**src/design/fsc_pkg.sv**
```systemverilog
// Constants, types and register map of the flash command and status controller.
// Assumes one 40 MHz bus clock, synchronous active-high reset and an AHB-Lite master.
package fsc_pkg;

  typedef logic [7:0] byte_t;
  typedef logic [15:0] half_t;
  typedef logic [31:0] bus_t;
  typedef logic [5:0] idx_t;
  typedef logic [2:0] scen_t;

  typedef enum logic [2:0] {
    LD_REQ = 3'b001,
    LD_WAIT = 3'b010,
    LD_RUN = 3'b100
  } load_state_t;

  // ==========================================================
  // Register indices, byte address is four times the index
  localparam idx_t IDX_LOCK = 6'h01;
  localparam idx_t IDX_RSVD2 = 6'h02;
  localparam idx_t IDX_CFG = 6'h03;
  localparam idx_t IDX_PROT = 6'h04;
  localparam idx_t IDX_STAT = 6'h05;
  localparam idx_t IDX_CMD = 6'h06;
  localparam idx_t IDX_WORD = 6'h08;
  localparam idx_t IDX_ADDR = 6'h09;
  localparam idx_t IDX_KEY = 6'h0A;
  localparam idx_t IDX_RSVD13 = 6'h0D;
  localparam idx_t IDX_RSVD14 = 6'h0E;

  // ==========================================================
  // Field positions
  localparam int ST_CBE = 7;
  localparam int ST_COMMAND_COMPLETE_FLAG = 6;
  localparam int ST_PROTECTION_BREACH_FLAG = 5;
  localparam int ST_ACCESS_ERROR_FLAG = 4;
  localparam int ST_BLANK = 2;
  localparam int ST_FAIL = 1;
  localparam int ST_DONE = 0;
  localparam int CFG_CBE_IE = 7;
  localparam int CFG_CC_IE = 6;
  localparam int LOCK_KEY_HI = 7;
  localparam int LOCK_KEY_LO = 6;
  localparam int LOCK_NV_HI = 5;
  localparam int LOCK_NV_LO = 2;
  localparam int LOCK_SEC_HI = 1;
  localparam int PROT_SCEN_HI = 2;

  // ==========================================================
  // Codes and reset values
  localparam logic [1:0] BACKDOOR_KEY_ENABLE_ON = 2'h2;
  localparam logic [1:0] SEC_OPEN = 2'h2;
  localparam scen_t SCEN_ALL = 3'h7;
  localparam scen_t SCEN_SIX = 3'h6;
  localparam byte_t CFG_RST = 8'h00;
  localparam byte_t PROT_RST = 8'hFF;
  localparam byte_t LOCK_RST = 8'hFF;
  // Arbitrary value, not tied to any part
  localparam byte_t BACKDOOR_KEY = 8'hA5;

endpackage

```
**src/design/flash_command_status_ctrl.sv**
```systemverilog
// Flash command buffer, status flags, protection and lock registers behind AHB-Lite.
// Assumes the flash array runs on the same clock and answers load and command requests.
module flash_command_status_ctrl (
  input wire logic clock_i,
  input wire logic rst_i,
  input wire logic hsel_i,
  input wire fsc_pkg::bus_t haddr_i,
  input wire logic [1:0] htrans_i,
  input wire logic hwrite_i,
  input wire logic [2:0] hsize_i,
  input wire fsc_pkg::bus_t hwdata_i,
  input wire logic hready_i,
  output logic hreadyout_o,
  output logic hresp_o,
  output fsc_pkg::bus_t hrdata_o,
  input wire logic special_mode_i,
  output logic load_req_o,
  input wire logic load_valid_i,
  input wire fsc_pkg::byte_t load_prot_i,
  input wire fsc_pkg::byte_t load_lock_i,
  output logic cmd_start_o,
  output fsc_pkg::byte_t cmd_code_o,
  output fsc_pkg::half_t cmd_addr_o,
  output fsc_pkg::half_t cmd_data_o,
  output logic cmd_abort_o,
  input wire logic cmd_done_i,
  input wire logic cmd_blank_i,
  input wire logic cmd_fail_i,
  output logic backdoor_en_o,
  output logic unsecured_o,
  output logic [3:0] user_flags_o,
  output logic buf_empty_irq_o,
  output logic complete_irq_o
);
  import fsc_pkg::*;

  // ==========================================================
  // Helpers
  function automatic logic wr_hit(input logic wr, input idx_t a, input idx_t t);
    wr_hit = wr & (a == t);
  endfunction

  function automatic logic scen_ok(input scen_t from, input scen_t to);
    if (from == SCEN_ALL) begin
      scen_ok = 1'b1;
    end else if (from == SCEN_SIX) begin
      scen_ok = (to == 3'h1) | (to == 3'h3) | (to == 3'h4) | (to == 3'h6);
    end else begin
      scen_ok = (to == from);
    end
  endfunction

  // ==========================================================
  // State
  load_state_t ld_r, ld_nxt;
  logic dp_r, a_wr_r, a_map_r, hready_r;
  idx_t a_idx_r;
  bus_t hrdata_r;
  byte_t cfg_r, prot_r, lock_r, code_r;
  half_t addr_r, data_r;
  logic cbe_r, command_complete_flag_r, protection_breach_flag_r, access_error_flag_r, blank_r, fail_r;
  logic busy_r, pend_r, seq_word_r, seq_cmd_r;
  logic start_r, abort_r, load_req_r, bd_en_r, unsec_r, bei_r, cci_r;
  byte_t act_code_r;
  half_t act_addr_r, act_data_r;

  // ==========================================================
  // Bus decode
  wire take_w = hsel_i & htrans_i[1] & hready_i & (ld_r == LD_RUN);
  wire map_w = (haddr_i[31:8] == 24'h000000);
  wire wr_w = dp_r & a_wr_r & a_map_r;
  wire byte_t wd = hwdata_i[7:0];
  wire half_t wh = hwdata_i[15:0];
  wire st_wr = wr_hit(wr_w, a_idx_r, IDX_STAT);
  wire cfg_wr = wr_hit(wr_w, a_idx_r, IDX_CFG);
  wire prot_wr = wr_hit(wr_w, a_idx_r, IDX_PROT);
  wire cmd_wr = wr_hit(wr_w, a_idx_r, IDX_CMD);
  wire word_wr = wr_hit(wr_w, a_idx_r, IDX_WORD);
  wire addr_wr = wr_hit(wr_w, a_idx_r, IDX_ADDR);
  wire key_wr = wr_hit(wr_w, a_idx_r, IDX_KEY);

  // ==========================================================
  // Command sequence
  wire w1_cbe = st_wr & wd[ST_CBE];
  wire w0_cbe = st_wr & ~wd[ST_CBE];
  wire prot_block = (prot_r[PROT_SCEN_HI:0] != SCEN_ALL);
  wire seq_ok = seq_word_r & seq_cmd_r & ~(special_mode_i & fail_r);
  wire abort_seq = w0_cbe & cbe_r & seq_word_r;
  wire commit = w1_cbe & cbe_r & seq_ok & ~prot_block;
  wire breach = w1_cbe & cbe_r & seq_ok & prot_block;
  wire bad_commit = w1_cbe & cbe_r & ~seq_ok;
  wire full_wr = (word_wr | cmd_wr | addr_wr) & ~cbe_r;
  wire acc_set = abort_seq | bad_commit | full_wr;
  wire fetch = pend_r & (~busy_r | cmd_done_i);
  wire busy_nxt = fetch | (busy_r & ~cmd_done_i);
  wire pend_nxt = commit | (pend_r & ~fetch);
  wire cbe_nxt = fetch | (cbe_r & ~commit);
  wire command_complete_flag_nxt = cbe_nxt & ~busy_nxt & ~pend_nxt;
  wire protection_breach_flag_nxt = breach | (protection_breach_flag_r & ~(st_wr & wd[ST_PROTECTION_BREACH_FLAG]));
  wire access_error_flag_nxt = acc_set | (access_error_flag_r & ~(st_wr & wd[ST_ACCESS_ERROR_FLAG]));
  wire blank_nxt = (busy_r & cmd_done_i & cmd_blank_i) | (blank_r & ~commit);
  wire fail_clr = st_wr & special_mode_i & wd[ST_FAIL];
  wire fail_nxt = (busy_r & cmd_done_i & cmd_fail_i) | (fail_r & ~fail_clr);
  wire byte_t cfg_nxt = cfg_wr ? wd : cfg_r;

  // ==========================================================
  // Register read mux
  wire done_w = ~busy_r & ~pend_r;
  wire byte_t stat_rd = {cbe_r, command_complete_flag_r, protection_breach_flag_r, access_error_flag_r, 1'b0, blank_r,
                         special_mode_i & fail_r, special_mode_i & done_w};
  byte_t rd_mux;
  always_comb begin
    if (!a_map_r) begin
      rd_mux = 8'h00;
    end else if (a_idx_r == IDX_LOCK) begin
      rd_mux = lock_r;
    end else if (a_idx_r == IDX_CFG) begin
      rd_mux = cfg_r;
    end else if (a_idx_r == IDX_PROT) begin
      rd_mux = prot_r;
    end else if (a_idx_r == IDX_STAT) begin
      rd_mux = stat_rd;
    end else if (a_idx_r == IDX_CMD) begin
      rd_mux = code_r;
    end else begin
      rd_mux = 8'h00;
    end
  end

  // ==========================================================
  // Reset load sequence
  always_comb begin
    ld_nxt = ld_r;
    case (ld_r)
      LD_REQ: ld_nxt = LD_WAIT;
      LD_WAIT: if (load_valid_i) ld_nxt = LD_RUN;
      LD_RUN: ld_nxt = LD_RUN;
      default: ld_nxt = LD_REQ;
    endcase
  end

  // ==========================================================
  // Bus slave, one wait state per transfer
  always_ff @(posedge clock_i) begin
    if (rst_i) begin
      dp_r <= 1'b0;
      a_wr_r <= 1'b0;
      a_map_r <= 1'b0;
      a_idx_r <= 6'h00;
      hready_r <= 1'b0;
      hrdata_r <= 32'h00000000;
    end else begin
      dp_r <= take_w;
      if (take_w) begin
        a_wr_r <= hwrite_i;
        a_map_r <= map_w;
        a_idx_r <= haddr_i[7:2];
      end
      hready_r <= (ld_nxt == LD_RUN) & ~take_w;
      if (dp_r & ~a_wr_r) begin
        hrdata_r <= {24'h000000, rd_mux};
      end
    end
  end

  // ==========================================================
  // Load, protection, lock and configuration
  always_ff @(posedge clock_i) begin
    if (rst_i) begin
      ld_r <= LD_REQ;
      load_req_r <= 1'b0;
      prot_r <= PROT_RST;
      lock_r <= LOCK_RST;
      cfg_r <= CFG_RST;
    end else begin
      ld_r <= ld_nxt;
      load_req_r <= (ld_nxt == LD_WAIT);
      cfg_r <= cfg_nxt;
      if (ld_r == LD_WAIT && load_valid_i) begin
        prot_r <= load_prot_i;
        lock_r <= load_lock_i;
      end else begin
        if (prot_wr && scen_ok(prot_r[PROT_SCEN_HI:0], wd[PROT_SCEN_HI:0])) begin
          prot_r[PROT_SCEN_HI:0] <= wd[PROT_SCEN_HI:0];
        end
        if (key_wr && wd == BACKDOOR_KEY && lock_r[LOCK_KEY_HI:LOCK_KEY_LO] == BACKDOOR_KEY_ENABLE_ON) begin
          lock_r[LOCK_SEC_HI:0] <= SEC_OPEN;
        end
      end
    end
  end

  // ==========================================================
  // Status flags and command buffer
  always_ff @(posedge clock_i) begin
    if (rst_i) begin
      cbe_r <= 1'b1;
      command_complete_flag_r <= 1'b1;
      protection_breach_flag_r <= 1'b0;
      access_error_flag_r <= 1'b0;
      blank_r <= 1'b0;
      fail_r <= 1'b0;
      busy_r <= 1'b0;
      pend_r <= 1'b0;
      seq_word_r <= 1'b0;
      seq_cmd_r <= 1'b0;
      code_r <= 8'h00;
      addr_r <= 16'h0000;
      data_r <= 16'h0000;
    end else begin
      cbe_r <= cbe_nxt;
      command_complete_flag_r <= command_complete_flag_nxt;
      protection_breach_flag_r <= protection_breach_flag_nxt;
      access_error_flag_r <= access_error_flag_nxt;
      blank_r <= blank_nxt;
      fail_r <= fail_nxt;
      busy_r <= busy_nxt;
      pend_r <= pend_nxt;
      // Any one-write to the empty flag ends the sequence, launched or refused
      if ((w1_cbe && cbe_r) || abort_seq) begin
        seq_word_r <= 1'b0;
        seq_cmd_r <= 1'b0;
      end else if (cbe_r) begin
        if (word_wr) begin
          seq_word_r <= 1'b1;
          data_r <= wh;
        end
        if (addr_wr) begin
          addr_r <= wh;
        end
        if (cmd_wr && seq_word_r) begin
          seq_cmd_r <= 1'b1;
          code_r <= wd;
        end
      end
    end
  end

  // ==========================================================
  // Array command port and status outputs
  always_ff @(posedge clock_i) begin
    if (rst_i) begin
      abort_r <= busy_r;
      start_r <= 1'b0;
      act_code_r <= 8'h00;
      act_addr_r <= 16'h0000;
      act_data_r <= 16'h0000;
      bd_en_r <= 1'b0;
      unsec_r <= 1'b0;
      bei_r <= 1'b0;
      cci_r <= 1'b0;
    end else begin
      abort_r <= 1'b0;
      start_r <= fetch;
      if (fetch) begin
        act_code_r <= code_r;
        act_addr_r <= addr_r;
        act_data_r <= data_r;
      end
      bd_en_r <= (lock_r[LOCK_KEY_HI:LOCK_KEY_LO] == BACKDOOR_KEY_ENABLE_ON);
      unsec_r <= (lock_r[LOCK_SEC_HI:0] == SEC_OPEN);
      bei_r <= cbe_nxt & cfg_nxt[CFG_CBE_IE];
      cci_r <= command_complete_flag_nxt & cfg_nxt[CFG_CC_IE];
    end
  end

  assign hreadyout_o = hready_r;
  assign hresp_o = 1'b0;
  assign hrdata_o = hrdata_r;
  assign load_req_o = load_req_r;
  assign cmd_start_o = start_r;
  assign cmd_code_o = act_code_r;
  assign cmd_addr_o = act_addr_r;
  assign cmd_data_o = act_data_r;
  assign cmd_abort_o = abort_r;
  assign backdoor_en_o = bd_en_r;
  assign unsecured_o = unsec_r;
  assign user_flags_o = lock_r[LOCK_NV_HI:LOCK_NV_LO];
  assign buf_empty_irq_o = bei_r;
  assign complete_irq_o = cci_r;
endmodule

```
**config.mk**
```make
export PLATFORM = sky130hd
export DESIGN_NAME = flash_command_status_ctrl
export DESIGN_NICKNAME = d
export VERILOG_FILES = /design/src/design/fsc_pkg.sv /design/src/design/flash_command_status_ctrl.sv
export SDC_FILE = /design/constraint.sdc
export NUM_CORES = 1
export LEC_CHECK = 0
export ABC_AREA = 1
export BUFFER_PORTS_ARGS = -buffer_cell sky130_fd_sc_hd__buf_2
export CAP_MARGIN = 30
export CORE_UTILIZATION = 41
export CTS_CLUSTER_DIAMETER = 150
export DETAILED_ROUTE_END_ITERATION = 10
export GPL_ROUTABILITY_DRIVEN = 0
export PLACE_DENSITY = 0.7
export SLEW_MARGIN = 5
export SYNTH_ARGS = -nofsm -noshare
export SYNTH_HDL_FRONTEND = slang
export SYNTH_SLANG_ARGS = --single-unit
export TNS_END_PERCENT = 20
```
**constraint.sdc**
```tcl
create_clock -name clock_i -period 4.5 [get_ports clock_i]
set_clock_uncertainty 0.05 [all_clocks]
set_input_delay 0.225 -clock clock_i [delete_from_list [all_inputs] [get_ports clock_i]]
set_output_delay 0.225 -clock clock_i [all_outputs]
set_load 0.005 [all_outputs]
```
==> metrics.yaml, run 1 <==
status:
  status: "complete, no violations"
floorplan:
  core.rowCount: 43
  core_area_mm2: 0.0140
  die_w_um: 123
  num_io_pins: 180
  start_util_pct: 42.7
  die_height_um: 123
  die_area_mm2: 0.0151
layout:
  fin_nets: 968
  nFillCells: 1320
  synthToLayoutAreaGrowth_pct: 23.3
  drive_gt1_share_pct: 24.5
  seq_area_mm2: 0.00284
  final_area_mm2: 0.00738
  multiInputGateArea_mm2: 0.00248
  diodes: 0
timing:
  fin_hold_ws_ns: 0.0407
  fin_ws_ns: 2.23
  tightest_slew_ns: 0.873
  setup_viol: 0
  min_period_ns: 2.27
  fmax_ghz: 0.441
  final_hold_viol_count: 0
  fin_crit_sh_pct: 50.3
  relSlewSlack_pct: 41.7
  fin_tns_setup_ns: 0
  rsz0062_at_grt: "false"
  slew_violations: 0
flow_run:
  drv_cap: 0
critical_path:
  path_max_fanout: 32
  critPathArrivalTime_ns: 2.48
  rrSetupSlack_ns: 2.23
  worstSetupStartpointType: "flop"
  crit_type: "reg -> reg"
  reg2reg_depth: 6
  end_kind: "flop"
  crit-reg2reg-launch: "a_idx_r[1]"
  rr_endpoint: "addr_r[3]"
  worstPathRequired_ns: 4.71
yosys:
  yosysTopAreaCell: "dfxtp_1"
  synthFlopType: "dfxtp_1"
  synth.distinct_cells: 38
  synth_warnings: 0
  synth_edf_count: 0
  async_flop_share_pct: 0
  avgSynthCellArea_um2: 8.00
  ys_seq_area_share_pct: 47.5
  synth.cell_area_mm2: 0.00599
  ys_ff_latch: 142
  synth_top_area_share_pct: 47.5
  netlist_instances: 749
  ys_top_cells_by_area: "dfxtp_1 47%, a21oi_1 7.0%, nand2_1 6.0%"
power_and_ir_drop:
  p_leak_nw: 3.29
  total_power_w: 0.00295
  power_density_mw_per_mm2: 400
  ir_drop_v: 0.000275
clock_tree:
  post-cts-setup-buffer-count: 0
  cts-resized-gates: 0
  cts_sinks: 142
  tritoncts: "yes"
  clk_pin_slew_ns: 0.06
  cts_root_buf: "clkbuf_16"
  numCtsBuffers: 17
  cts_buffer_depth: 2
  clk_latency_ns: 0.42
  htreeDepth: 4
grt:
  grt_pass1_wl_um: 23800
  grt_pass1_vias: 4853
  antenna_found_initial: 0
  grt_max_degree: 82
  grt_use_total_pct: 20.6
  overflow: 0
route:
  via_count: 5247
  ant_nets: 0
  drc_errors: 0
  avgViaCountPerCell: 4.92
  wl_per_cell_um: 14.1
  detail_route.wirelength_um: 15000
  drtIter0Drc: 440
  firstDrtPassIters: 5
min_path:
  hold-path-endpoint: "a_idx_r[5]"
  hold_depth: 3
  hold_class: "in -> reg"
  hp-start: "haddr_i[7]"
placement:
  place_ws_ns: 2.30
  dp_hpwl_um: 10100
  io_buffers: 132
  dpl-instance-area_mm2: 0.00660
==> cell usage in the layout (no fill, tap or decap), types with 2 or more instances in the layout <==
master / synthesis / layout
clkinv_4: 0 / 2
o21ai_1: 6 / 6
nor2_1: 69 / 69
xor2_1: 2 / 2
nor4_1: 2 / 2
conb_1: 1 / 25
buf_2: 11 / 132
nor3_1: 5 / 5
clkbuf_16: 0 / 17
or2_2: 2 / 2
clkbuf_8: 0 / 2
nand2_1: 96 / 96
nor2_2: 2 / 2
a21oi_1: 84 / 84
nor2_4: 3 / 3
buf_4: 29 / 3
nand4_1: 15 / 15
nand2_2: 3 / 3
inv_1: 87 / 86
dfxtp_1: 142 / 142
a211oi_2: 18 / 18
a211oi_1: 14 / 14
nand4_2: 2 / 2
nand3_1: 31 / 31
nand3_2: 4 / 4
o21ai_0: 60 / 60
bufinv_16: 0 / 4
inv_2: 5 / 7
o211ai_1: 16 / 16
a21oi_2: 3 / 3
dlygate4sd3_1: 0 / 13
inv_6: 0 / 5
==> area by class of cell <==
class                      count  area share (%)
multi-input combinational    470            33.6
clock inverter                13            2.71
clock buffer                  19            6.13
inverter                      93            4.73
sequential                   142            38.5
timing repair buffer         149            11.3
tap                          180            3.05
==> power by group <==
part	internal [W]	switching [W]	leakage [nW]
clock network	0.000972	0.000570	0.317
logic	0.0000534	0.0000795	1.82
registers	0.00127	0.00000708	1.15
==> state kept, by name, summed over array words and instances, names as in the netlist, 3 cells and up <==
name / count
cmd_addr_o: 16
cmd_code_o: 8
prot_r: 8
code_r: 8
hrdata_o: 8
a_idx_r: 6
lock_r: 8
ld_r: 3
cfg_r: 8
cmd_data_o: 16
addr_r: 16
data_r: 16
==> metal layers <==
| layer | global-route usage (%) | vias up | part of all wire [%] |
|---|---|---|---|
| li1 | - | 2682 | - |
| met1 | 26.6 | 2348 | 45 |
| met2 | 32.4 | 188 | 46 |
| met3 | 5.11 | 29 | 6.6 |
| met4 | 8.77 | 0 | 2.4 |
| met5 | 0 | - | 0 |
==> synthesized netlist by cell type (5+ instances only) <==
library cell,instances
dfxtp_1,142
nand2_1,96
inv_1,87
a21oi_1,84
nor2_1,69
o21ai_0,60
nand3_1,31
buf_4,29
clkbuf_1,23
a211oi_2,18
o211ai_1,16
nand4_1,15
a211oi_1,14
buf_2,11
o21ai_1,6
inv_2,5
nor3_1,5
==> worst max path at each step <==
| stage | startpoint | end | slack [ns] | depth (start not counted) |
|---|---|---|---|---|
| 6_report | a_idx_r[1] | addr_r[3] | 2.23 | 6 |
| 3_5_place_dp | a_idx_r[5] | code_r[7] | 2.30 | 6 |
| 4_1_cts | a_idx_r[1] | addr_r[13] | 2.27 | 6 |
| 5_1_grt | a_idx_r[5] | code_r[7] | 2.03 | 6 |
| 2_1_floorplan | a_idx_r[4] | addr_r[1] | 3.09 | 9 |
| 3_3_place_gp | a_idx_r[5] | code_r[3] | 2.33 | 6 |
==> cell families after synthesis <==
logic type / after synthesis / share of synthesized area (%)
AO/OA/AOI/OAI: 203 / 20.7
XOR/XNOR: 2 / 0.292
buffers and inverters: 161 / 12.6
flip-flops: 142 / 47.5
other: 1 / 0.0626
AND/OR/NAND/NOR: 240 / 18.8
==> worst max-delay path, stage by stage (launching register included) <==
cell      delay, ns
dfxtp_1        0.32
inv_1          0.40
nand2_2        0.12
nor2_2         0.13
nand3_2        0.64
nor2_1         0.39
a211oi_2       0.06
==> through the flow <==
stage / utilization (%) / instances
6_report: 52.6 / 1066
5_1_grt: 52.6 / 1066
4_1_cts: 52.6 / 1066
3_5_place_dp: 47.0 / 1021
3_3_place_gp: 46.9 / 1020
2_1_floorplan: - / 773
==> repair_timing <==
item | in CTS | in global routing
endpoints found under the hold margin | 13 | 0
hold buffers | 13 | 0
endpoints found under the setup margin | 0 | 0
Note: power is estimated with default switching activity, not from simulation.
==> run 2, diff against run 1 <==
==> constraint.sdc (replaced) <==
create_clock -name clock_i -period 2.2 [get_ports clock_i]
set_clock_uncertainty 0.05 [all_clocks]
set_input_delay 0.11 -clock clock_i [delete_from_list [all_inputs] [get_ports clock_i]]
set_output_delay 0.11 -clock clock_i [all_outputs]
set_load 0.005 [all_outputs]
==> metrics.yaml, run 2 (same netlist as run 1, synthesis figures left out) <==
floorplan:
  start_util_pct: 42.7
  die_area_mm2: 0.0151
  core_area_mm2: 0.0140
  num_io_pins: 180
  die_w_um: 123
  die_height_um: 123
  core.rowCount: 43
placement:
  dp_hpwl_um: 10100
  io_buffers: 132
  dp_cells: 1028
flow_run:
  drv_cap: 0
timing:
  tightest_slew_ns: 0.714
  slew_violations: 0
  relSlewSlack_pct: 52.4
  min_period_ns: 1.98
  setup_viol: 0
  rsz0062_at_grt: "false"
  fin_tns_setup_ns: 0
  fmax_ghz: 0.505
  final_hold_viol_count: 0
  fin_crit_sh_pct: 89.9
power_and_ir_drop:
  ir_drop_v: 0.000524
  total_power_w: 0.00581
  comb_power_share_pct: 5.4
  p_sw_share_pct: 22.1
  seq_power_share_pct: 45.0
  clkPwrFrac_pct: 49.7
  intPower_w: 0.00453
  power.switching_w: 0.00128
  power_density_mw_per_mm2: 753
  p_leak_nw: 3.42
critical_path:
  rr_endpoint: "addr_r[12]"
  slowest_delay_ns: 0.58
  crit_type: "in -> reg"
  path_max_fanout: 1
  critPathBufInv: 4
  critPathSlowestCell: "dlygate4sd3_1"
  worstPathCellList: "dlygate4sd3_1 > buf_2 > nor4_1 > dlygate4sd3_1 > nand4_1 > dlygate4sd3_1 > a21oi_1"
  cpMostUsedCell: "dlygate4sd3_1"
  worstPathRequired_ns: 2.49
  crit-reg2reg-launch: "a_idx_r[5]"
  critPathArrivalTime_ns: 2.27
  worstSetupStartpointType: "input pin"
  cp_top_family: "buffers and inverters"
  rrSetupSlack_ns: 0.47
  end_kind: "flop"
  reg2reg_depth: 9
min_path:
  hp-start: "hwdata_i[7]"
  hold_depth: 3
  hold-path-endpoint: "data_r[7]"
  hold_class: "in -> reg"
layout:
  synthToLayoutAreaGrowth_pct: 28.7
  nFillCells: 1274
  utilization_pct: 54.9
  layout_common_cells: "142 x dfxtp_1, 132 x buf_2, 96 x nand2_1"
  drive_gt1_share_pct: 24.0
  fin_nets: 1007
  final_cells: 1105
  diodes: 0
  final_common_cell: "dfxtp_1"
clock_tree:
  cts_sinks: 142
  clk_pin_slew_ns: 0.06
  cts_root_buf: "clkbuf_16"
  tritoncts: "yes"
  cts-resized-gates: 0
  htreeDepth: 4
  clk_latency_ns: 0.41
  numCtsBuffers: 17
  cts_buffer_depth: 2
grt:
  antenna_found_initial: 0
  grt_max_degree: 82
  overflow: 0
  grt_use_total_pct: 20.9
  grt_pass1_wl_um: 24300
  grt_pass1_vias: 4936
route:
  firstDrtPassIters: 4
  wl_per_cell_um: 13.9
  avgViaCountPerCell: 4.91
  drc_errors: 0
  detail_route.wirelength_um: 15300
  drtIter0Drc: 441
  ant_nets: 0
  via_count: 5423
status:
  status: "complete, no violations"
==> run 2: through the flow <==
stage	cell area (um^2)	worst slack (ns)	hold slack, ns
2_1_floorplan	6080	0.785	0.173
3_3_place_gp	6670	0.568	0.278
3_5_place_dp	6670	0.527	0.283
4_1_cts	7710	0.268	0.00209
5_1_grt	7710	0.0801	0.0327
6_report	7710	0.221	0.0148
==> run 2: how the worst max path moves through the flow <==
stage / from / end / slack [ns] / cells after the start
2_1_floorplan: a_idx_r[4] / addr_r[1] / 0.79 / 9
6_report: haddr_i[14] / a_map_r / 0.22 / 7
5_1_grt: haddr_i[14] / a_map_r / 0.08 / 7
3_3_place_gp: a_idx_r[4] / addr_r[8] / 0.57 / 9
3_5_place_dp: a_idx_r[5] / addr_r[8] / 0.53 / 9
4_1_cts: haddr_i[14] / a_map_r / 0.27 / 7
==> run 2: worst min-delay path: cells and delay by family <==
family / cells / cell delay, ns
AO/OA/AOI/OAI: 1 / 0.05
AND/OR/NAND/NOR: 1 / 0.11
buffers and inverters: 1 / 0.16
==> run 2: cell type report <==
cell class | instances | area (um^2) | share of cell area (%)
sequential | 142 | 2840 | 36.9
multi-input combinational | 470 | 2480 | 32.2
timing repair buffer | 188 | 1220 | 15.8
clock buffer | 19 | 433 | 5.61
inverter | 93 | 349 | 4.53
tap | 180 | 225 | 2.92
clock inverter | 13 | 163 | 2.11
==> run 2: timing repair <==
item                      in CTS  in global routing
hold buffers                  45                  0
hold endpoints to repair      48                  0
setup buffers                  0                  0
==> run 2: routing by layer <==
metal	wire length (um)	track usage, %	vias up
met3	908	5.16	24
met2	7220	32.7	176
met4	262	8.00	0
met1	6950	27.8	2464
met5	0	0	-
li1	-	-	2759
==> run 2: power groups by stage <==
stage          Clock (W)  Sequential, W  Combinational, W
6_report         0.00289        0.00261          0.000313
3_3_place_gp           0        0.00267          0.000251
5_1_grt          0.00303        0.00261          0.000349
2_1_floorplan          0        0.00266          0.000168
4_1_cts          0.00292        0.00261          0.000309
3_5_place_dp           0        0.00267          0.000251
==> run 3, diff against run 2 <==
--- a/config.mk
+++ b/config.mk
@@ -6,13 +6,14 @@
 export NUM_CORES = 1
 export LEC_CHECK = 0
 export ABC_AREA = 1
-export BUFFER_PORTS_ARGS = -buffer_cell sky130_fd_sc_hd__buf_2
+export ABC_CLOCK_PERIOD_IN_PS = 2200
 export CAP_MARGIN = 30
 export CORE_UTILIZATION = 41
 export CTS_CLUSTER_DIAMETER = 150
 export DETAILED_ROUTE_END_ITERATION = 10
+export DONT_BUFFER_PORTS = 1
 export GPL_ROUTABILITY_DRIVEN = 0
-export PLACE_DENSITY = 0.7
+export PLACE_DENSITY = 0.59
 export SLEW_MARGIN = 5
 export SYNTH_ARGS = -nofsm -noshare
 export SYNTH_HDL_FRONTEND = slang
==> metrics.yaml, run 3 (same netlist as run 1, synthesis figures left out) <==
status:
  status: "complete, no violations"
clock_tree:
  tritoncts: "yes"
  cts_root_buf: "clkbuf_16"
  clk_pin_slew_ns: 0.06
  cts_sinks: 142
  cts_buffer_depth: 2
  cts-resized-gates: 0
  clk_latency_ns: 0.41
  numCtsBuffers: 17
  htreeDepth: 4
grt:
  grt_max_degree: 82
  grt_pass1_vias: 4840
  grt_use_total_pct: 21.1
  antenna_found_initial: 0
  grt_pass1_wl_um: 24200
  overflow: 0
layout:
  synthToLayoutAreaGrowth_pct: 18.2
  layout_common_cells: "142 x dfxtp_1, 96 x nand2_1, 86 x inv_1"
  fin_nets: 882
  diodes: 0
  final_cells: 980
  final_common_cell: "dfxtp_1"
  drive_gt1_share_pct: 11.1
route:
  drtIter0Drc: 370
  avgViaCountPerCell: 5.16
  drc_errors: 0
  wl_per_cell_um: 15.7
  detail_route.wirelength_um: 15300
  via_count: 5057
  ant_nets: 0
  firstDrtPassIters: 5
critical_path:
  worstSetupStartpointType: "flop"
  crit_type: "reg -> reg"
  end_kind: "flop"
  critPathArrivalTime_ns: 2.30
  worstPathRequired_ns: 2.45
  path_max_fanout: 33
floorplan:
  die_w_um: 123
  die_area_mm2: 0.0151
  num_io_pins: 180
  die_height_um: 123
  core.rowCount: 43
  start_util_pct: 42.7
  core_area_mm2: 0.0140
placement:
  io_buffers: 0
  dp_cells: 892
  place_ws_ns: 0.337
  dp_hpwl_um: 10100
timing:
  fmax_ghz: 0.488
  fin_crit_sh_pct: 93.1
  rsz0062_at_grt: "false"
  fin_tns_setup_ns: 0
  fin_hold_ws_ns: 0.0239
  min_period_ns: 2.05
  slew_violations: 0
  setup_viol: 0
  final_hold_viol_count: 0
  fin_ws_ns: 0.152
  tightest_slew_ns: 0.568
  relSlewSlack_pct: 62.1
flow_run:
  drv_cap: 0
power_and_ir_drop:
  p_leak_nw: 2.82
  ir_drop_v: 0.000539
  total_power_w: 0.00545
  power_density_mw_per_mm2: 770
min_path:
  hold_class: "in -> reg"
## run 3: metal layers
| layer | share of wire, % | global-route usage [%] |
|---|---|---|
| met4 | 1.7 | 7.47 |
| met5 | 0 | 0 |
| met2 | 47 | 33.3 |
| met3 | 8.8 | 7.34 |
| met1 | 43 | 26.5 |
## run 3: final timing paths
check | startpoint | endpoint | slack (ns) | cells past startpoint
max | a_wr_r | data_r[0] | 0.15 | 7
min | hwdata_i[7] | access_error_flag_r | 0.02 | 5
max reg2reg | a_wr_r | data_r[0] | 0.15 | 7
min reg2reg | lock_r[0] | unsecured_o | 0.38 | 1
## run 3: metrics by stage
step / area [um^2] / util, %
after global routing: 7080 / 50.4
final: 7080 / 50.4
after floorplan: 6080 / -
after global placement: 5980 / 42.6
after detailed placement: 5980 / 42.6
after CTS: 7070 / 50.3
## run 3: repair_timing
item | in CTS | in global routing
hold buffers | 54 | 0
hold endpoints to repair | 99 | 0
setup endpoints to repair | 0 | 1
buffers inserted | 0 | 2
## run 3: critical path: stages, from the launching register on
cell and delay, ns:
dfxtp_1 0.35, nand3_1 0.22, inv_2 0.19, nand4_2 0.10, buf_4 0.26, nor2_1 0.16
a211oi_2 0.04, dlygate4sd3_1 0.56
## run 3: cell type report
| cell class | count | area (um^2) |
|---|---|---|
| Sequential cell | 142 | 2840 |
| Clock inverter | 12 | 87.6 |
| Clock buffer | 20 | 447 |
| Inverter | 93 | 349 |
| Fill cell | 1319 | 6960 |
| Tap cell | 180 | 225 |
| Timing Repair Buffer | 63 | 651 |
| Multi-Input combinational cell | 470 | 2480 |
## run 3: where the power goes
part / switching, W / internal, W
logic: 0.000149 / 0.000105
registers: 0.0000163 / 0.00260
clock network: 0.00111 / 0.00147
total: 0.00127 / 0.00418
